### config.mk
export PLATFORM = sky130hd
export DESIGN_NAME = cr_can_regs
export DESIGN_NICKNAME = d
export VERILOG_FILES = /design/src/cr_pkg.sv /design/src/cr_can_regs.sv /design/src/cr_frame_buf.sv
export SDC_FILE = /design/constraint.sdc
export NUM_CORES = 1
export LEC_CHECK = 0
export BUFFER_PORTS_ARGS = -buffer_cell sky130_fd_sc_hd__buf_4
export CORE_MARGIN = 4
export CORE_UTILIZATION = 56
export DETAILED_ROUTE_END_ITERATION = 8
export GPL_TIMING_DRIVEN = 0
export PLACE_DENSITY = 0.79
export SYNTH_ARGS = -nofsm -noshare
export SYNTH_HDL_FRONTEND = slang
export SYNTH_SLANG_ARGS = --single-unit
### constraint.sdc
create_clock -name clk -period 10.6 [get_ports clk]
set_clock_uncertainty 0.1 [all_clocks]
set_input_delay 0.53 -clock clk [delete_from_list [all_inputs] [get_ports clk]]
set_output_delay 0.53 -clock clk [all_outputs]
set_load 0.05 [all_outputs]
### src/cr_pkg.sv
`default_nettype none
package cr_pkg;
    localparam int WORD_W = 32;
    localparam int DLC_W  = 4;
    localparam int BAUD_W = 10;
    localparam int CNT_W  = 4;

    localparam logic [1:0] RS_ID  = 2'h0;
    localparam logic [1:0] RS_LFB = 2'h1;
    localparam logic [1:0] RS_D0  = 2'h2;
    localparam logic [1:0] RS_D1  = 2'h3;

    localparam int ID_EXT_BIT = 31;
    localparam int ID_RTR_BIT = 30;
    localparam int STD_ID_W   = 11;
    localparam int EXT_ID_W   = 29;

    localparam int F_RTS    = 8;
    localparam int BAUD_LSB = 16;
    localparam int LANE_LFB_LOW  = 0;
    localparam int LANE_LFB_RTS  = 1;
    localparam int LANE_LFB_BAUD = 2;

    localparam logic [DLC_W-1:0]  DLC_MAX    = 4'h8;
    localparam logic [BAUD_W-1:0] BAUD_RESET = 10'h013;
    localparam logic [CNT_W-1:0]  CTS_BITS   = 4'hB;

    localparam int FRAME_W = WORD_W + DLC_W + 2 * WORD_W;
    localparam int BUF_DEPTH = 2;

    typedef enum logic [2:0]
    {
        TX_IDLE = 3'h1,
        TX_WAIT = 3'h2,
        TX_BUSY = 3'h4
    } cr_tx_state_t;
endpackage : cr_pkg
`default_nettype wire
### src/cr_can_regs.sv
// Contract
// Select 0..3 picks id, length/flags/baud, data low, data high; read and write separate.
// Data words take byte and halfword writes, little-endian, first byte lowest.
// Software accesses the identifier register only as whole words.
// Identifier bit 31 set means extended 29-bit, clear means standard 11-bit.
// Identifier bit 30 marks remote request; such frames carry no payload.
// Standard frames use bits 10:0 only; bits 28:11 are ignored.
// Reading the identifier clears receiver flags in bits 4 to 7.
// Length code in bits 3:0; codes 9 to 15 are invalid.
// Stuffing error sets bit 4; cleared by identifier read or next start bit.
// Checksum error sets bit 5; only an identifier read clears it.
// Frame-available bit 6 sets on a valid frame only.
// Software reads a frame within 28 bit times of frame-available.
// Overwrite bit 7 sets when an identifier arrives while frame-available stands.
// Writing one to bit 8 starts sending; hardware clears it at end or abort.
// Readback mismatch in identifier phase sets lost bit 9 and aborts.
// Readback mismatch after identifier phase sets bit error 10 and aborts.
// Acknowledge bit 11 sets when a receiver acknowledged our frame.
// Baud field 25:16 gives bit time of field plus one clocks.
// Software writes the baud field by word or halfword, never byte.
// Interrupts on frame available, receive errors, and send-request cleared.
// Receiver muted only after arbitration won; self-reception abort flags nothing.
// Clear-to-send after 11 recessive bits; pending frame starts at once.
// Reset clears send request and all flags.
`default_nettype none
module cr_can_regs
(
    input  wire logic                         clk,
    input  wire logic                         rst,
    input  wire logic                         cs,
    input  wire logic [1:0]                   registerSelect,
    input  wire logic [3:0]                   bytesel,
    input  wire logic [cr_pkg::WORD_W-1:0]    d,
    output logic      [cr_pkg::WORD_W-1:0]    q,
    output logic                              irqRx,
    output logic                              irqRxErr,
    output logic                              irqTx,
    input  wire logic                         canRx,
    output logic                              bitTick,
    output logic                              clearToSend,
    output logic                              rxMute,
    input  wire logic                         rxSof,
    input  wire logic                         rxIdDone,
    input  wire logic                         rxStuffErr,
    input  wire logic                         rxCrcErr,
    input  wire logic                         rxFrameValid,
    output logic                              rxFrameReady,
    input  wire logic [cr_pkg::FRAME_W-1:0]   rxFrame,
    output logic                              txStart,
    output logic      [cr_pkg::WORD_W-1:0]    txId,
    output logic      [cr_pkg::DLC_W-1:0]     txDlc,
    output logic      [cr_pkg::DLC_W-1:0]     txByteCount,
    output logic      [cr_pkg::WORD_W-1:0]    txData0,
    output logic      [cr_pkg::WORD_W-1:0]    txData1,
    input  wire logic                         txInIdPhase,
    input  wire logic                         txMismatch,
    input  wire logic                         txAckSeen,
    input  wire logic                         txDone
);
    import cr_pkg::*;

    logic [WORD_W-1:0] rxId, rxData0, rxData1, next_rxId, next_rxData0, next_rxData1;
    logic [DLC_W-1:0]  rxDlc, next_rxDlc;
    logic stuffing_error_flag, crc, frame_available_flag, overwrite_flag, next_stuffing_error_flag, next_crc, next_frame_available_flag, next_overwrite_flag;
    logic rts, lost, bitErr, ack, next_rts, next_lost, next_bitErr, next_ack;
    logic next_txStart, next_rxMute, next_irqRx, next_irqRxErr, next_irqTx;
    cr_tx_state_t      txState, next_txState;
    logic [BAUD_W-1:0] baud, baudCnt, next_baud, next_baudCnt;
    logic [CNT_W-1:0]  recCnt, next_recCnt;
    logic [2:0]        rxSync;
    logic              canRxLevel, next_canRxLevel, next_bitTick, next_cts;
    logic [WORD_W-1:0] next_txId, next_txData0, next_txData1, next_q, lfbRead;
    logic [DLC_W-1:0]  next_txDlc, next_txByteCount;
    logic              rdAccess, wrAccess, idRead, bufValid, drain, tickNow, rxRise;
    logic [FRAME_W-1:0] bufData;
    logic [WORD_W-1:0] inId, inData0, inData1;
    logic [DLC_W-1:0]  inDlc;

    function automatic logic [WORD_W-1:0] mergeLanes(
        input logic [WORD_W-1:0] old,
        input logic [WORD_W-1:0] din,
        input logic [3:0]        lanes
    );
        logic [WORD_W-1:0] res;
        res = old;
        for (int i = 0; i < 4; i++)
        begin
            if (lanes[i])
            begin
                res[i*8 +: 8] = din[i*8 +: 8];
            end
        end
        return res;
    endfunction : mergeLanes

    function automatic logic [WORD_W-1:0] maskStdId(input logic [WORD_W-1:0] id);
        logic [WORD_W-1:0] res;
        res = id;
        if (!id[ID_EXT_BIT])
        begin
            res[EXT_ID_W-1:STD_ID_W] = '0;
        end
        return res;
    endfunction : maskStdId

    assign rdAccess = cs && (bytesel == 4'h0);
    assign wrAccess = cs && (bytesel != 4'h0);
    assign idRead   = rdAccess && (registerSelect == RS_ID);
    // Hold completed frames back while the CPU is on the bus so a read is never torn
    assign drain    = bufValid && !cs;
    assign {inId, inDlc, inData0, inData1} = bufData;
    assign tickNow  = (baudCnt == '0);

    cr_frame_buf #(
        .WIDTH (FRAME_W),
        .DEPTH (BUF_DEPTH)
    ) rxBuf (
        .clk      (clk),
        .rst      (rst),
        .inValid  (rxFrameValid),
        .inReady  (rxFrameReady),
        .inData   (rxFrame),
        .outValid (bufValid),
        .outReady (drain),
        .outData  (bufData)
    );

    // Software-written transmit registers
    always_comb
    begin
        next_txId    = txId;
        next_txDlc   = txDlc;
        next_txData0 = txData0;
        next_txData1 = txData1;
        next_baud    = baud;
        if (wrAccess)
        begin
            case (registerSelect)
                RS_ID:  next_txId = maskStdId(d);
                RS_LFB:
                begin
                    if (bytesel[LANE_LFB_LOW])
                    begin
                        next_txDlc = d[DLC_W-1:0];
                    end
                    if (bytesel[LANE_LFB_BAUD])
                    begin
                        next_baud = d[BAUD_LSB +: BAUD_W];
                    end
                end
                RS_D0:  next_txData0 = mergeLanes(txData0, d, bytesel);
                RS_D1:  next_txData1 = mergeLanes(txData1, d, bytesel);
                default: next_txId = txId;
            endcase
        end
        // Remote frames and invalid codes never send more than the eight stored bytes
        if (next_txId[ID_RTR_BIT])
        begin
            next_txByteCount = '0;
        end
        else
        begin
            next_txByteCount = (next_txDlc > DLC_MAX) ? DLC_MAX : next_txDlc;
        end
    end

    always_ff @(posedge clk or posedge rst)
    begin
        if (rst)
        begin
            txId        <= '0;
            txDlc       <= '0;
            txData0     <= '0;
            txData1     <= '0;
            baud        <= BAUD_RESET;
            txByteCount <= '0;
        end
        else
        begin
            txId        <= next_txId;
            txDlc       <= next_txDlc;
            txData0     <= next_txData0;
            txData1     <= next_txData1;
            baud        <= next_baud;
            txByteCount <= next_txByteCount;
        end
    end

    // Receive registers and receiver flags; a setting event wins over a clear
    always_comb
    begin
        next_rxId    = rxId;
        next_rxDlc   = rxDlc;
        next_rxData0 = rxData0;
        next_rxData1 = rxData1;
        next_stuffing_error_flag    = stuffing_error_flag;
        next_crc     = crc;
        next_frame_available_flag   = frame_available_flag;
        next_overwrite_flag    = overwrite_flag;
        if (idRead)
        begin
            next_stuffing_error_flag  = 1'b0;
            next_crc   = 1'b0;
            next_frame_available_flag = 1'b0;
            next_overwrite_flag  = 1'b0;
        end
        if (rxSof)
        begin
            next_stuffing_error_flag = 1'b0;
        end
        // Muted self-reception aborts are expected and flag nothing
        if (rxStuffErr && !rxMute)
        begin
            next_stuffing_error_flag = 1'b1;
        end
        if (rxCrcErr && !rxMute)
        begin
            next_crc = 1'b1;
        end
        if (rxIdDone && !rxMute && frame_available_flag)
        begin
            next_overwrite_flag = 1'b1;
        end
        if (drain)
        begin
            next_frame_available_flag = 1'b1;
            next_rxId  = maskStdId(inId);
            next_rxDlc = inDlc;
            if (!inId[ID_RTR_BIT])
            begin
                next_rxData0 = inData0;
                next_rxData1 = inData1;
            end
        end
    end

    always_ff @(posedge clk or posedge rst)
    begin
        if (rst)
        begin
            rxId    <= '0;
            rxDlc   <= '0;
            rxData0 <= '0;
            rxData1 <= '0;
            stuffing_error_flag    <= 1'b0;
            crc     <= 1'b0;
            frame_available_flag   <= 1'b0;
            overwrite_flag    <= 1'b0;
        end
        else
        begin
            rxId    <= next_rxId;
            rxDlc   <= next_rxDlc;
            rxData0 <= next_rxData0;
            rxData1 <= next_rxData1;
            stuffing_error_flag    <= next_stuffing_error_flag;
            crc     <= next_crc;
            frame_available_flag   <= next_frame_available_flag;
            overwrite_flag    <= next_overwrite_flag;
        end
    end

    // Bus level sampling, bit clock and clear-to-send
    always_comb
    begin
        next_canRxLevel = (rxSync[1] == rxSync[2]) ? rxSync[2] : canRxLevel;
        rxRise          = next_canRxLevel && !canRxLevel && (txState != TX_BUSY);
        next_baudCnt    = (tickNow || rxRise) ? baud : BAUD_W'(baudCnt - 1'b1);
        next_bitTick    = tickNow && !rxRise;
        next_recCnt     = recCnt;
        next_cts        = clearToSend;
        if (!canRxLevel)
        begin
            next_recCnt = '0;
            next_cts    = 1'b0;
        end
        else if (next_bitTick && (recCnt != CTS_BITS))
        begin
            next_recCnt = CNT_W'(recCnt + 1'b1);
            next_cts    = (CNT_W'(recCnt + 1'b1) == CTS_BITS);
        end
    end

    always_ff @(posedge clk or posedge rst)
    begin
        if (rst)
        begin
            rxSync      <= 3'h7;
            canRxLevel  <= 1'b1;
            baudCnt     <= '0;
            bitTick     <= 1'b0;
            recCnt      <= '0;
            clearToSend <= 1'b0;
        end
        else
        begin
            rxSync      <= {rxSync[1:0], canRx};
            canRxLevel  <= next_canRxLevel;
            baudCnt     <= next_baudCnt;
            bitTick     <= next_bitTick;
            recCnt      <= next_recCnt;
            clearToSend <= next_cts;
        end
    end

    // Transmit sequencing and transmitter flags
    always_comb
    begin
        next_txState = txState;
        next_rts     = rts;
        next_lost    = lost;
        next_bitErr  = bitErr;
        next_ack     = ack;
        next_txStart = 1'b0;
        case (txState)
            TX_IDLE:
            begin
                if (wrAccess && registerSelect == RS_LFB && bytesel[LANE_LFB_RTS] && d[F_RTS])
                begin
                    next_rts     = 1'b1;
                    next_lost    = 1'b0;
                    next_bitErr  = 1'b0;
                    next_ack     = 1'b0;
                    next_txState = TX_WAIT;
                end
            end
            TX_WAIT:
            begin
                if (wrAccess && registerSelect == RS_LFB && bytesel[LANE_LFB_RTS] && !d[F_RTS])
                begin
                    next_rts     = 1'b0;
                    next_txState = TX_IDLE;
                end
                else if (next_cts && next_bitTick)
                begin
                    next_txStart = 1'b1;
                    next_txState = TX_BUSY;
                end
            end
            TX_BUSY:
            begin
                if (txAckSeen)
                begin
                    next_ack = 1'b1;
                end
                if (txMismatch)
                begin
                    next_lost    = txInIdPhase;
                    next_bitErr  = !txInIdPhase;
                    next_rts     = 1'b0;
                    next_txState = TX_IDLE;
                end
                else if (txDone)
                begin
                    next_rts     = 1'b0;
                    next_txState = TX_IDLE;
                end
            end
            default:
            begin
                next_rts     = 1'b0;
                next_txState = TX_IDLE;
            end
        endcase
        next_rxMute   = (next_txState == TX_BUSY) && !txInIdPhase;
        next_irqRx    = next_frame_available_flag;
        next_irqRxErr = next_stuffing_error_flag || next_crc;
        next_irqTx    = !next_rts;
    end

    always_ff @(posedge clk or posedge rst)
    begin
        if (rst)
        begin
            txState  <= TX_IDLE;
            rts      <= 1'b0;
            lost     <= 1'b0;
            bitErr   <= 1'b0;
            ack      <= 1'b0;
            txStart  <= 1'b0;
            rxMute   <= 1'b0;
            irqRx    <= 1'b0;
            irqRxErr <= 1'b0;
            irqTx    <= 1'b1;
        end
        else
        begin
            txState  <= next_txState;
            rts      <= next_rts;
            lost     <= next_lost;
            bitErr   <= next_bitErr;
            ack      <= next_ack;
            txStart  <= next_txStart;
            rxMute   <= next_rxMute;
            irqRx    <= next_irqRx;
            irqRxErr <= next_irqRxErr;
            irqTx    <= next_irqTx;
        end
    end

    // Read port; the baud field is write-only and reads as zero
    assign lfbRead = {20'h00000, ack, bitErr, lost, rts, overwrite_flag, frame_available_flag, crc, stuffing_error_flag, rxDlc};
    always_comb
    begin
        case (registerSelect)
            RS_ID:   next_q = rxId;
            RS_LFB:  next_q = lfbRead;
            RS_D0:   next_q = rxData0;
            RS_D1:   next_q = rxData1;
            default: next_q = '0;
        endcase
        if (!rdAccess)
        begin
            next_q = q;
        end
    end

    always_ff @(posedge clk or posedge rst)
    begin
        if (rst)
        begin
            q <= '0;
        end
        else
        begin
            q <= next_q;
        end
    end

    logic [BAUD_W:0] sinceTick;
    logic            tickClean;
    always_ff @(posedge clk or posedge rst)
    begin
        if (rst)
        begin
            sinceTick <= '0;
            tickClean <= 1'b0;
        end
        else
        begin
            sinceTick <= bitTick ? '0 : (BAUD_W+1)'(sinceTick + 1'b1);
            tickClean <= (bitTick || tickClean) && !rxRise && (next_baud == baud);
        end
    end
endmodule : cr_can_regs
`default_nettype wire

### src/cr_frame_buf.sv
`default_nettype none
module cr_frame_buf #(
    parameter int WIDTH = 8,
    parameter int DEPTH = 2
)
(
    input  wire logic             clk,
    input  wire logic             rst,
    input  wire logic             inValid,
    output logic                  inReady,
    input  wire logic [WIDTH-1:0] inData,
    output logic                  outValid,
    input  wire logic             outReady,
    output logic      [WIDTH-1:0] outData
);
    localparam int PTR_W = (DEPTH > 1) ? $clog2(DEPTH) : 1;
    localparam int CNT_W = $clog2(DEPTH + 1);
    localparam logic [CNT_W-1:0] FULL_CNT = CNT_W'(DEPTH);
    localparam logic [PTR_W-1:0] LAST_PTR = PTR_W'(DEPTH - 1);

    logic [WIDTH-1:0] mem [DEPTH];
    logic [PTR_W-1:0] wrPtr;
    logic [PTR_W-1:0] rdPtr;
    logic [CNT_W-1:0] count;
    logic [PTR_W-1:0] next_wrPtr;
    logic [PTR_W-1:0] next_rdPtr;
    logic [CNT_W-1:0] next_count;
    logic             push;
    logic             pop;

    assign inReady  = (count != FULL_CNT);
    assign outValid = (count != '0);
    assign outData  = mem[rdPtr];
    assign push     = inValid && inReady;
    assign pop      = outValid && outReady;

    always_comb
    begin
        next_wrPtr = wrPtr;
        next_rdPtr = rdPtr;
        next_count = count;
        if (push)
        begin
            next_wrPtr = (wrPtr == LAST_PTR) ? '0 : PTR_W'(wrPtr + 1'b1);
        end
        if (pop)
        begin
            next_rdPtr = (rdPtr == LAST_PTR) ? '0 : PTR_W'(rdPtr + 1'b1);
        end
        if (push && !pop)
        begin
            next_count = CNT_W'(count + 1'b1);
        end
        else if (pop && !push)
        begin
            next_count = CNT_W'(count - 1'b1);
        end
    end

    always_ff @(posedge clk or posedge rst)
    begin
        if (rst)
        begin
            wrPtr <= '0;
            rdPtr <= '0;
            count <= '0;
        end
        else
        begin
            wrPtr <= next_wrPtr;
            rdPtr <= next_rdPtr;
            count <= next_count;
        end
    end

    // Storage needs no reset; occupancy guards every read
    always_ff @(posedge clk)
    begin
        if (push)
        begin
            mem[wrPtr] <= inData;
        end
    end
endmodule : cr_frame_buf
`default_nettype wire

* After elaboration in Yosys (flattened, before gate mapping)
Memories as Yosys holds them, arrays and structs flattened.
Index checks and enable logic that the tools add are counted.
** Word-level totals
- ROM bits :: 0
- Flip-flop bits (word level) :: 285
- Latch bits :: 0
- Memories kept :: 1
- Logic and storage cells :: 171
- Memory bits (writable) :: 200
** Operators by class
- Bitwise operators :: 1
- $add $sub $neg :: 6
- Magnitude comparators :: 1
- $mul :: 0
- Equal/unequal tests :: 16
- Shifts and indexed selects :: 0
- Muxes and demuxes :: 51
- Div/mod/pow operators :: 0
- Reduce and logical (&&, ||, !) cells :: 55
** Memory list
- rxBuf.mem :: depth 2, bits a word 100, read ports 1, clocked after memory_dff 0, wr ports 1, line cr_frame_buf.sv:21 : logic [WIDTH-1:0] mem [DEPTH];
** Operators with widths (number)
- $pmux 32 s4 :: 1
- $mux 31 :: 2
- $mux 18 :: 2
- $reduce_and 3->1 :: 11
- $mux 4 :: 7
- $mux 1 :: 26
- $logic_and 1x1->1 :: 22
- $mux 3 :: 5
- $logic_not 10->1 :: 1
- $mux 10 :: 1
- $reduce_bool 2->1 :: 5
- $sub 10x1->10 const B :: 1
- $logic_not 1->1 :: 9
- $pmux 3 s3 :: 1
- $ne 2x2->1 const B :: 4
- $eq 3x3->1 const B :: 2
- $pmux 1 s2 :: 3
- $add 4x1->4 const B :: 1
- $eq 2x2->1 const B :: 2
- $eq 4x4->1 const B :: 1
- $gt 4x4->1 const B :: 1
- $logic_not 4->1 :: 1
- $mux 2 :: 2
- $ne 4x4->1 const B :: 1
- 15 further kinds :: 18

* Logic depth before layout (Yosys ltp)
- Word-level depth :: 15
- Gate-level depth with buffers :: 8
- Depth with buffers taken out :: 7

* Modules after synthesis
A second synthesis with hierarchy kept.
** Unflattened totals
- Cell total of the unflattened synthesis :: 1184
- Area total of the unflattened synthesis :: 19316.0 µm²
** By module, submodules not included
- cr_can_regs :: cells each 854, seq. area each 7043.0 µm², times used 1, area an instance 11452.2 µm²
- cr_frame_buf :: cells each 330, seq. area each 6105.9 µm², times used 1, area an instance 7863.8 µm²

* Worst setup path after synthesis
Ideal clock, no wire load.
- Path type :: reg-to-reg
- Start point :: register rxBuf.count[0]
- End point :: memory rxBuf.mem[0][0] (netlist name), enable pin
- Slack :: 4700 ps
- Data arrival time :: 5240 ps
- Path buffers :: 0
- Setup time :: 560 ps
- Stages on the path, launching flop included :: 4
- Clock period less this slack :: 5900 ps
- Path through :: dfrtp_1 nand2b_1 nand2_1 nor2_1
** Between the ends
- Cells in the longest elaborated chain, start to end :: 4
** Ends and longest elaborated chain
- start: declaration :: line cr_frame_buf.sv:24 : logic [CNT_W-1:0] count;
- start signal: assignment :: line cr_frame_buf.sv:72 : count <= next_count;
- $ne 2x2->1 :: line cr_frame_buf.sv:31 : assign inReady = (count != FULL_CNT);
- via rxFrameReady :: line cr_can_regs.sv:47 : output logic rxFrameReady,
- $logic_and 1x1->1 :: line cr_frame_buf.sv:34 : assign push = inValid && inReady;
- $mux 1 :: line cr_frame_buf.sv:79 : if (push)
- $mux 1 (not written as such) :: line cr_frame_buf.sv:81 : mem[wrPtr] <= inData;
- end: declaration :: line cr_frame_buf.sv:21
The timed path passes the listed nets, and every way through them passes these cells.

* Worst setup path after layout
- Start point :: register rxBuf.count[0]
- End point :: register rxBuf.count[1]
** Between the ends
- Cells in the longest elaborated chain, start to end :: 6
** Ends and longest elaborated chain
- parallel branches: the longest is 6 deep, another holds $sub 2x1->2
Parallel ways; which one is timed is not known. The select of a mux whose other input is x is not followed.
A chain may end at the register's enable or synchronous reset.

==> metrics.yaml <==
sta:
  hold_ws_ns: 0.04633
  fin_ws_ns: 7.780
  period_minus_slack_ns: 2.820
  slew_violations: 0
  slew_headroom: 0.4004
  fmax_mhz: 354.6
  finalSetupViolCount: 0
  rsz0062_at_grt: "no"
  hold_violations: 0
  period_share: 0.2660
  tns_ns: 0
  tightest_slew_ns: 0.8994
grt:
  grtUsageMet3: 0.06165
  grt_pass1_wl_um: 67670
  grt_pass1_vias: 12127
  antenna_found_initial: 5
  grt_use_met1: 0.3086
  gr-usage-met2: 0.4114
  overflow: 0
  grt-busiest-layer: "met2"
  grtUsageTotal: 0.2412
  grt_max_degree: 125
yosys:
  avgSynthCellArea_um2: 14.79
  synth-seq-cells: 485
  synth-xor-area-share: 0.005677
  synth_top_family_by_area: "multiplexers"
  synth.area.mux_share: 0.1477
  netlist_area_mm2: 0.01851
  yosysWarnings: 0
  synthAdderAreaFrac: 0.002703
  synth_cell_types: 56
  synth_edf_count: 200
  synth-compound-area-share: 0.05873
  synth_ff_type: "dfrtp_1"
  netlist_instances: 1252
  yosys.area_share.simple: 0.05772
  ys_seq_area_frac: 0.7103
  synth-async-reset-ratio: 0.5876
  synthesis.nets: 1407
cells_and_area:
  nets: 1758
  drive_gt1_frac: 0.3331
  flow.area_growth_from_synthesis_pct: 24.62
  finalInstanceArea_mm2: 0.02307
  instances_no_fill: 2085
  ff_latch_area_mm2: 0.01315
  multi_input_area_mm2: 0.005059
  nFillCells: 2184
  final_util: 0.7091
worst_setup_path:
  cp_cell_sequence: "o21bai_1, clkbuf_1, clkbuf_1, ha_1, xor2_1, nor2_1, xor2_1"
  end_kind: "register"
  startpoint: "rxBuf.count[0]$_DFFE_PP0P_"
  slowest_stage: "clkbuf_1"
  cp.arrival_ns: 3.15
  required_ns: 10.94
  slowest_delay_ns: 0.60
  cp_max_fo: 10
  reg2reg_slack_ns: 7.78
  start_kind: "register"
  r2r_start: "rxBuf.count[0]$_DFFE_PP0P_"
  worstSetupPathType: "register to register"
power:
  p_total_mw: 6.336
  powerDensity_mw_per_mm2: 274.6
  peakVddDrop_mv: 0.1830
  cellLeakagePower_nw: 9.976
clock_network:
  numCtsBuffers: 48
  htreeDepth: 2
  clkTransAtPathRegs_ns: 0.06
  cts.sinks: 485
  cts_root_buffer: "clkbuf_16"
  insertion_delay_ns: 0.56
  clockBufferDepth: 3
  cts_resized: 0
  cts_tree: "yes"
placed_design:
  finalWeightedCongestion: 0.8534
  pre_cts_ws_ns: 7.558
  io_buffers: 293
  dp_cells: 1993
  placed_area_mm2: 0.02143
  dp_hpwl_um: 30750
floorplan:
  rows: 66
  io_pins: 295
  die_w_um: 189.8
  core_area_mm2: 0.03254
  design.die.area_mm2: 0.03603
  initial_core_util: 0.5690
  dieHeight_um: 189.8
drt:
  vias_per_cell: 5.609
  wire_per_inst_um: 21.17
  first_pass_iters: 7
  ant_nets: 0
  vias: 11694
  wirelength_um: 44140
  drt_iter0_markers: 813
  drc: 0
worst_hold_path:
  min_from: "rxFrame[30]"
  hold_path_class: "input pin to register"
status:
  status: "finished, final reports clean"
run:
  max_cap_viol_count: 0
-- cells by family after synthesis --
group	Yosys count
flops	485
simple gates	239
compound gates	194
mux	242
xor+xnor	12
fa+ha+maj	4
buf+inv	76
-- registers in the layout, indices dropped and copies added (netlist names), 10 cells and up --
name       cells
baud          10
baudCnt       10
q             32
rxBuf.mem    200
rxData0       32
rxData1       32
rxId          32
txData0       32
txData1       32
txId          32
-- power breakdown --
group | total, mW | internal, mW | leakage [nW] | switching (mW)
clock | 1.72 | 1.01 | 0.810 | 0.707
sequential | 2.77 | 2.51 | 5.39 | 0.255
combinational | 1.85 | 0.668 | 3.78 | 1.19
-- timing repair --
| action | in CTS | in global routing |
|---|---|---|
| buffers inserted | 0 | 0 |
| hold endpoints to repair | 43 | 0 |
| hold buffers | 2 | 0 |
-- metal layers --
metal  up-vias  wire [µm]
li1       5258          -
met1      5885      17040
met2       427      22240
met3       114       3436
met4        10       1345
met5         -         75
-- worst max-delay path, delay by kind of cell, from the launching register on --
| family | cells | cell delay [ns] |
|---|---|---|
| AND/OR/NAND/NOR | 1 | 0.07 |
| buffers and inverters | 2 | 1.14 |
| flip-flops | 1 | 0.42 |
| AO/OA/AOI/OAI | 1 | 0.37 |
| adder cells (fa/ha/maj) | 1 | 0.29 |
| XOR/XNOR | 2 | 0.30 |
-- path summary, 6_finish.rpt --
check	cells after the start	endpoint
worst max-delay path	7	rxBuf.count[1]$_DFFE_PP0P_
worst min-delay path	1	rxBuf.mem[0][30]$_DFFE_PP_
worst max register to register	7	rxBuf.count[1]$_DFFE_PP0P_
worst min register to register	0	rxSync[1]$_DFF_PP1_
max in group asynchronous	5	stuffing_error_flag$_DFF_PP0_
min in group asynchronous	3	txData0[2]$_DFFE_PP0P_
-- synthesized netlist by cell type (all sizes together) (9+ instances only) --
cell type  count  area (µm²)
a22oi         20       150.1
buf           23       118.9
mux2         130        1464
o21ai        148       740.7
nand3          9       45.04
mux2i        100        1001
mux4          12       270.3
nor2          12       52.55
dfstp          9       236.5
inv           15       56.30
nand2        173       649.4
dfrtp        276        6907
edfxtp       200        6006
clkbuf        38       142.6
-- placed cells by master (no fill, tap or decap), types with 5 or more instances in the layout --
master and n:
nor2_1 10, buf_4 295, edfxtp_1 200, nand3_1 9, nor3_1 7, xnor2_1 6, mux2i_1 100, clkbuf_1 47
clkinv_2 12, dfrtp_1 276, nand2_1 173, dfstp_2 9, mux4_2 12, a21oi_1 6, buf_1 6, buf_2 14
xor2_1 6, o21ai_0 138, mux2_2 125, a22oi_1 20, mux2_1 5, o31ai_1 5, inv_1 14, nor3b_1 8
o21ai_1 10, clkbuf_16 49, clkbuf_8 8
-- area by class of cell --
| cell class | instances | share of cell area |
|---|---|---|
| Clock inverter | 23 | 0.01085 |
| Antenna cell | 1 | 0.0001085 |
| Buffer | 61 | 0.01133 |
| Clock buffer | 66 | 0.05938 |
| Tap cell | 442 | 0.02397 |
| Timing Repair Buffer | 301 | 0.1024 |
| Multi-Input combinational cell | 691 | 0.2193 |
| Inverter | 15 | 0.002766 |
| Sequential cell | 485 | 0.5699 |
Power figures use the tool's default switching activity.
